### src/shared/cmer_defs.vh
// Summary of operation
// - Garbage report when structure missing
// - Garbage report has no data fields
// - Unknown report for unsupported command/extension
// - Other reports echo 7+3 character words
// - Syntax report for badly formatted field
// - Semantic report for out-of-range value
// - Sequence report for out-of-order message
// - Report goes back to sender
// - Report word only for protocol errors
`ifndef CMER_DEFS_VH
`define CMER_DEFS_VH
`define CMER_CMD_LEN 7
`define CMER_EXT_LEN 3
`define CMER_CHAR_W 8
`define CMER_CLS_W 3
`define CMER_CLS_NONE 3'h0
`define CMER_CLS_GBG 3'h1
`define CMER_CLS_UKN 3'h2
`define CMER_CLS_SYN 3'h3
`define CMER_CLS_SEM 3'h4
`define CMER_CLS_PRT 3'h5
`define CMER_SRC_W 4
`define CMER_REPLY_LEN_BARE 4'h2
`define CMER_REPLY_LEN_ECHO 4'h4
`endif

### src/hw/cmer_classify.v
`timescale 1ns/1ps
`include "cmer_defs.vh"
// Priority picker over the five error classes
module cmer_classify (
  input wire no_structure,
  input wire unknown_cmd,
  input wire syntax_bad,
  input wire semantic_bad,
  input wire order_bad,
  output reg [`CMER_CLS_W-1:0] err_class
);
  // Earlier checks make later ones meaningless, so the first one wins
  always @* begin
    if (no_structure) begin
      err_class = `CMER_CLS_GBG;
    end else if (unknown_cmd) begin
      err_class = `CMER_CLS_UKN;
    end else if (syntax_bad) begin
      err_class = `CMER_CLS_SYN;
    end else if (semantic_bad) begin
      err_class = `CMER_CLS_SEM;
    end else if (order_bad) begin
      err_class = `CMER_CLS_PRT;
    end else begin
      err_class = `CMER_CLS_NONE;
    end
  end
endmodule // cmer_classify

### src/hw/cmer_reporter.v
`timescale 1ns/1ps
`include "cmer_defs.vh"
// Turns checker verdicts on one received message into at most one error reply
module cmer_reporter #(
  parameter SRC_W = `CMER_SRC_W
) (
  input wire sys_clk,
  input wire rst_n,
  input wire clk_en,
  input wire msg_valid,
  output wire msg_ready,
  input wire [SRC_W-1:0] msg_src,
  input wire [`CMER_CMD_LEN*`CMER_CHAR_W-1:0] msg_cmd,
  input wire [`CMER_EXT_LEN*`CMER_CHAR_W-1:0] msg_ext,
  input wire no_structure,
  input wire unknown_cmd,
  input wire syntax_bad,
  input wire semantic_bad,
  input wire order_bad,
  output wire rep_valid,
  input wire rep_ready,
  output reg [SRC_W-1:0] rep_dest_r,
  output reg [`CMER_CLS_W-1:0] rep_class_r,
  output reg rep_echo_r,
  output reg [3:0] rep_fields_r,
  output reg [`CMER_CMD_LEN*`CMER_CHAR_W-1:0] rep_cmd_r,
  output reg [`CMER_EXT_LEN*`CMER_CHAR_W-1:0] rep_ext_r,
  output reg msg_ok_r
);
  // Lane and word widths
  localparam CW = `CMER_CHAR_W;
  localparam CMD_W = `CMER_CMD_LEN * `CMER_CHAR_W;
  localparam EXT_W = `CMER_EXT_LEN * `CMER_CHAR_W;

  // Reply slot states: empty, or one reply waiting for the far end
  localparam ST_IDLE = 1'b0;
  localparam ST_HOLD = 1'b1;

  // Verdict of the priority picker
  wire [`CMER_CLS_W-1:0] err_class;

  // Handshake qualifiers
  wire take_msg;
  wire take_err;
  wire drain_rep;
  wire echo_now;

  // Echo lanes, blanked for replies that carry no words
  wire [CMD_W-1:0] cmd_lane;
  wire [EXT_W-1:0] ext_lane;

  // Slot state
  reg st_r;
  reg st_nxt;

  // Next values of the reply register
  reg [SRC_W-1:0] rep_dest_nxt;
  reg [`CMER_CLS_W-1:0] rep_class_nxt;
  reg rep_echo_nxt;
  reg [3:0] rep_fields_nxt;
  reg [CMD_W-1:0] rep_cmd_nxt;
  reg [EXT_W-1:0] rep_ext_nxt;
  reg msg_ok_nxt;

  // Any class other than none is a protocol error worth a reply
  function cls_is_error;
    input [`CMER_CLS_W-1:0] cls;
    begin
      cls_is_error = (cls != `CMER_CLS_NONE);
    end
  endfunction

  // Classes whose reply echoes the offending command and extension
  function cls_echoes;
    input [`CMER_CLS_W-1:0] cls;
    begin
      case (cls)
        `CMER_CLS_UKN: cls_echoes = 1'b1;
        `CMER_CLS_SYN: cls_echoes = 1'b1;
        `CMER_CLS_SEM: cls_echoes = 1'b1;
        `CMER_CLS_PRT: cls_echoes = 1'b1;
        default: cls_echoes = 1'b0;
      endcase
    end
  endfunction

  // Number of words in the reply, command and extension included
  function [3:0] cls_fields;
    input [`CMER_CLS_W-1:0] cls;
    begin
      case (cls)
        `CMER_CLS_GBG: cls_fields = `CMER_REPLY_LEN_BARE;
        `CMER_CLS_UKN: cls_fields = `CMER_REPLY_LEN_ECHO;
        `CMER_CLS_SYN: cls_fields = `CMER_REPLY_LEN_ECHO;
        `CMER_CLS_SEM: cls_fields = `CMER_REPLY_LEN_ECHO;
        `CMER_CLS_PRT: cls_fields = `CMER_REPLY_LEN_ECHO;
        default: cls_fields = 4'h0;
      endcase
    end
  endfunction

  cmer_classify u_cls (
    .no_structure(no_structure),
    .unknown_cmd(unknown_cmd),
    .syntax_bad(syntax_bad),
    .semantic_bad(semantic_bad),
    .order_bad(order_bad),
    .err_class(err_class)
  );

  // One reply held at a time; a new message waits until it is taken
  assign msg_ready = clk_en & (st_r == ST_IDLE);
  assign rep_valid = (st_r == ST_HOLD);

  // Handshake events; a low enable freezes both sides of the slot
  assign take_msg = clk_en & msg_valid & (st_r == ST_IDLE);
  assign take_err = take_msg & cls_is_error(err_class);
  assign drain_rep = clk_en & rep_ready & (st_r == ST_HOLD);
  assign echo_now = cls_echoes(err_class);

  // Command lanes; a garbage reply must not leak a stale word
  genvar gi;
  generate
    for (gi = 0; gi < `CMER_CMD_LEN; gi = gi + 1) begin : g_cmd_lane
      assign cmd_lane[gi*CW +: CW] = echo_now ? msg_cmd[gi*CW +: CW] : {CW{1'b0}};
    end
  endgenerate

  // Extension lanes, same treatment as the command lanes
  genvar gj;
  generate
    for (gj = 0; gj < `CMER_EXT_LEN; gj = gj + 1) begin : g_ext_lane
      assign ext_lane[gj*CW +: CW] = echo_now ? msg_ext[gj*CW +: CW] : {CW{1'b0}};
    end
  endgenerate

  // Slot control: fill on an erroneous message, empty on acceptance
  always @* begin
    st_nxt = st_r;
    case (st_r)
      ST_IDLE: begin
        if (take_err) begin
          st_nxt = ST_HOLD;
        end
      end
      ST_HOLD: begin
        if (drain_rep) begin
          st_nxt = ST_IDLE;
        end
      end
      default: begin
        st_nxt = ST_IDLE;
      end
    endcase
  end

  // Reply contents; held unchanged while the far end stalls
  always @* begin
    rep_dest_nxt = rep_dest_r;
    rep_class_nxt = rep_class_r;
    rep_echo_nxt = rep_echo_r;
    rep_fields_nxt = rep_fields_r;
    rep_cmd_nxt = rep_cmd_r;
    rep_ext_nxt = rep_ext_r;
    if (take_err) begin
      rep_dest_nxt = msg_src;
      rep_class_nxt = err_class;
      rep_echo_nxt = echo_now;
      rep_fields_nxt = cls_fields(err_class);
      rep_cmd_nxt = cmd_lane;
      rep_ext_nxt = ext_lane;
    end
  end

  // Clean messages get no reply, only a status pulse
  always @* begin
    msg_ok_nxt = take_msg & ~cls_is_error(err_class);
  end

  // Slot state register
  always @(posedge sys_clk) begin
    if (!rst_n) begin
      st_r <= ST_IDLE;
    end else if (clk_en) begin
      st_r <= st_nxt;
    end
  end

  // Reply register; stable from fill to acceptance
  always @(posedge sys_clk) begin
    if (!rst_n) begin
      rep_dest_r <= {SRC_W{1'b0}};
      rep_class_r <= `CMER_CLS_NONE;
      rep_echo_r <= 1'b0;
      rep_fields_r <= 4'h0;
      rep_cmd_r <= {CMD_W{1'b0}};
      rep_ext_r <= {EXT_W{1'b0}};
    end else if (clk_en) begin
      rep_dest_r <= rep_dest_nxt;
      rep_class_r <= rep_class_nxt;
      rep_echo_r <= rep_echo_nxt;
      rep_fields_r <= rep_fields_nxt;
      rep_cmd_r <= rep_cmd_nxt;
      rep_ext_r <= rep_ext_nxt;
    end
  end

  // Status pulse; stretched only by a low enable, never repeated
  always @(posedge sys_clk) begin
    if (!rst_n) begin
      msg_ok_r <= 1'b0;
    end else if (clk_en) begin
      msg_ok_r <= msg_ok_nxt;
    end
  end

  // Limitation: one reply slot only, so a stalled far end also stalls
  // the incoming message stream; a deeper queue was not worth the area
  // for a channel that carries a few messages per second at most.
endmodule // cmer_reporter

### config.mk
export PLATFORM = sky130hd
export DESIGN_NAME = cmer_reporter
export DESIGN_NICKNAME = d
export VERILOG_FILES = /design/src/hw/cmer_classify.v /design/src/hw/cmer_reporter.v
export VERILOG_INCLUDE_DIRS = /design/src /design/src/shared
export SDC_FILE = /design/constraint.sdc
export NUM_CORES = 1
export LEC_CHECK = 0
export ABC_CLOCK_PERIOD_IN_PS = 2000
export BUFFER_PORTS_ARGS = -buffer_cell sky130_fd_sc_hd__buf_2
export CAP_MARGIN = 20
export CORE_MARGIN = 5
export CORE_UTILIZATION = 44
export DETAILED_ROUTE_END_ITERATION = 6
export GPL_TIMING_DRIVEN = 0
export PLACE_DENSITY = 0.79
export REMOVE_ABC_BUFFERS = 1
export SLEW_MARGIN = 20
export SYNTH_ARGS = -nofsm -noshare
export SYNTH_HDL_FRONTEND = slang
export SYNTH_SLANG_ARGS = --single-unit
### constraint.sdc
create_clock -name sys_clk -period 2 [get_ports sys_clk]
set_clock_uncertainty 0.05 [all_clocks]
set_input_delay 0.1 -clock sys_clk [delete_from_list [all_inputs] [get_ports sys_clk]]
set_output_delay 0.1 -clock sys_clk [all_outputs]
set_load 0.1 [all_outputs]
==> flow_summary.json <==
{
  "outcome": "finished clean",
  "worstSetupPathDepth": 6,
  "syn_inst": 419,
  "critPathMaxFanout": 25,
  "fp.dieArea_mm2": 0.00969,
  "nets": 769,
  "final.setup.tns_ns": 0,
  "grt_overflow_total": 0,
  "wl_um": 11400,
  "period_minus_slack_ns": 1.77,
  "cpPeakStageDelay_ns": 0.37,
  "maxCapViolations": 0,
  "dp_hpwl_um": 6770,
  "setup_viol": 0,
  "ant_nets": 0,
  "path_buf_inv": 2,
  "cp_data_required_time_ns": 2.19,
  "leakage_uw": 0.00261,
  "cts_sinks": 92,
  "die_h_um": 98.4,
  "crit_chain": "nand3b_1, o21bai_4, buf_16, buf_16, nand3_1, o21ai_1",
  "clk_pin_slew_ns": 0.09,
  "path_class": "reg -> reg",
  "cp.arrival_ns": 1.97,
  "grt_pass1_wl_um": 18300,
  "cts_tree": "built",
  "cts_made_buffers": 9,
  "ys_seq_area_frac": 0.535,
  "critPathSlowestCell": "o21bai_4",
  "synth.avg_cell_area_um2": 8.21,
  "gp_congestion": 0.816,
  "rsz0062_at_grt": "false",
  "start_kind": "flip-flop",
  "ys_types": 25,
  "clk_latency_ns": 0.34,
  "grt_max_degree": 96,
  "initial_core_util": 0.448,
  "cts_resized": 0,
  "cts_root_buf": "clkbuf_8",
  "drive_gt1_frac": 0.319,
  "gr-usage-all-layers": 0.228,
  "r2r_cells": 6,
  "slew_violations": 0,
  "powerDensity_mw_per_mm2": 763,
  "tightest_slew_ns": 0.562,
  "final_common_cell": "buf_2",
  "syn-cell-area_mm2": 0.00344,
  "synth_warnings": 0,
  "syn2layout_area_growth_pct": 60.7,
  "drc": 0,
  "core_mm2": 0.00769,
  "hold_path_depth": 4,
  "htreeDepth": 3,
  "io_buffers": 186,
  "drt_iter0_markers": 160,
  "hold_violations": 0,
  "antenna_found_initial": 1,
  "row_count": 32,
  "ys_ff_latch": 92,
  "worstSetupEndpointType": "flip-flop",
  "maxSlewHeadroom": 0.626,
  "finalCritPeriodShare": 0.887,
  "final_cell_mix": "buf_2 (185), dfxtp_1 (92), nand2_1 (88)",
  "final_cells": 783,
  "crit_family": "compound AO/OA/AOI/OAI gates",
  "first_pass_iters": 4,
  "avgRoutedWirePerCell_um": 14.5,
  "placed_cells": 676,
  "drt-vias-per-instance": 5.02,
  "grt_pass1_vias": 3890,
  "cts_buffer_depth": 2,
  "cpMostUsedCell": "buf_16",
  "hold_class": "in -> reg",
  "vdd_drop_max_v": 0.000514,
  "max_freq_ghz": 0.564,
  "io_pins": 189,
  "dr_total_vias": 3931,
  "die_w_um": 98.4
}
what timing repair did:
item / CTS / global route
buffers inserted: 0 / 4
endpoints found under the hold margin: 85 / 0
setup endpoints to repair: 0 / 43
hold buffers: 86 / 0
sequential cells by signal (all words and copies together) (netlist names):
name and count:
rep_cmd_r 56, rep_ext_r 24, rep_dest_r 4, rep_class_r 3
rep_fields_r 2, msg_ok_r 1, rep_echo_r 1, rep_valid 1
synth_stat cells (all sizes together):
library cell / count / share of area
nand2: 88 / 0.096
dfxtp: 92 / 0.54
nand3: 86 / 0.13
o21ai: 84 / 0.12
nor2: 5 / 0.0055
a21oi: 4 / 0.0058
nand3b: 1 / 0.0022
clkbuf: 21 / 0.023
or4: 1 / 0.0033
conb: 1 / 0.0011
o21a: 1 / 0.0022
nor3: 3 / 0.0044
a31oi: 2 / 0.0036
and2: 1 / 0.0018
buf: 19 / 0.049
o211a: 1 / 0.0029
nand4: 1 / 0.0018
o221a: 1 / 0.0033
nor2b: 2 / 0.0036
o21bai: 2 / 0.0055
inv: 3 / 0.0033
worst min-delay path, delay by kind of cell:
| family | cells | cell delay, ns |
|---|---|---|
| compound gates | 1 | 0.06 |
| simple gates | 1 | 0.08 |
| buf+inv | 2 | 0.17 |
metal layers:
layer	up-vias	share of wire	track usage
met5	-	0	0
met4	0	0.030	0.0998
met3	32	0.083	0.0686
met2	177	0.50	0.400
met1	1790	0.39	0.257
li1	1932	-	-
area by class of cell:
type,count,area [um2]
multi-input cells,285,1350
diodes,1,2.50
fillers,573,2160
flip-flops and latches,92,1840
clock inverters,6,70.1
clock buffers,10,138
inverters,3,11.3
well taps,102,128
repair buffers,284,1990
power by group:
group	total, uW	switching, uW	internal [uW]	leakage, uW
logic	1020	720	302	0.00176
registers	1920	31.1	1890	0.000747
clock network	1280	654	623	0.000107
total	4220	1410	2820	0.00261
path summary, 6_finish.rpt:
path / startpoint / to / slack [ns]
max reg2reg: rep_valid$_SDFFE_PN0P_ / rep_dest_r[3]$_SDFFE_PN0P_ / 0.23
min reg2reg: rep_cmd_r[24]$_SDFFE_PN0P_ / rep_cmd_r[24]$_SDFFE_PN0P_ / 0.41
max: rep_valid$_SDFFE_PN0P_ / rep_dest_r[3]$_SDFFE_PN0P_ / 0.23
min: clk_en / msg_ok_r$_SDFFE_PN0P_ / 0.04
stage by stage:
stage	hold WS (ns)	power, uW	util	area, um2	setup WS (ns)
after detailed placement	0.292	2830	0.576	4430	-0.0441
after global routing	0.0357	4390	0.720	5530	0.0842
final	0.0402	4220	0.720	5530	0.226
after global placement	0.286	2790	0.554	4260	-2.39
after CTS	0.0141	4240	0.715	5500	0.0395
after floorplan	0.167	2560	-	3200	-3.27
kinds of logic (layout without fill, tap and decap cells):
family                 Yosys count  after routing  synth area share
and+or+nand+nor                188            188             0.244
AOI/OAI and AO/OA               95             95             0.145
DFF                             92             92             0.535
buffers and inverters           43            303            0.0749
other                            1              3           0.00109
(Power assumes the default switching activity.)
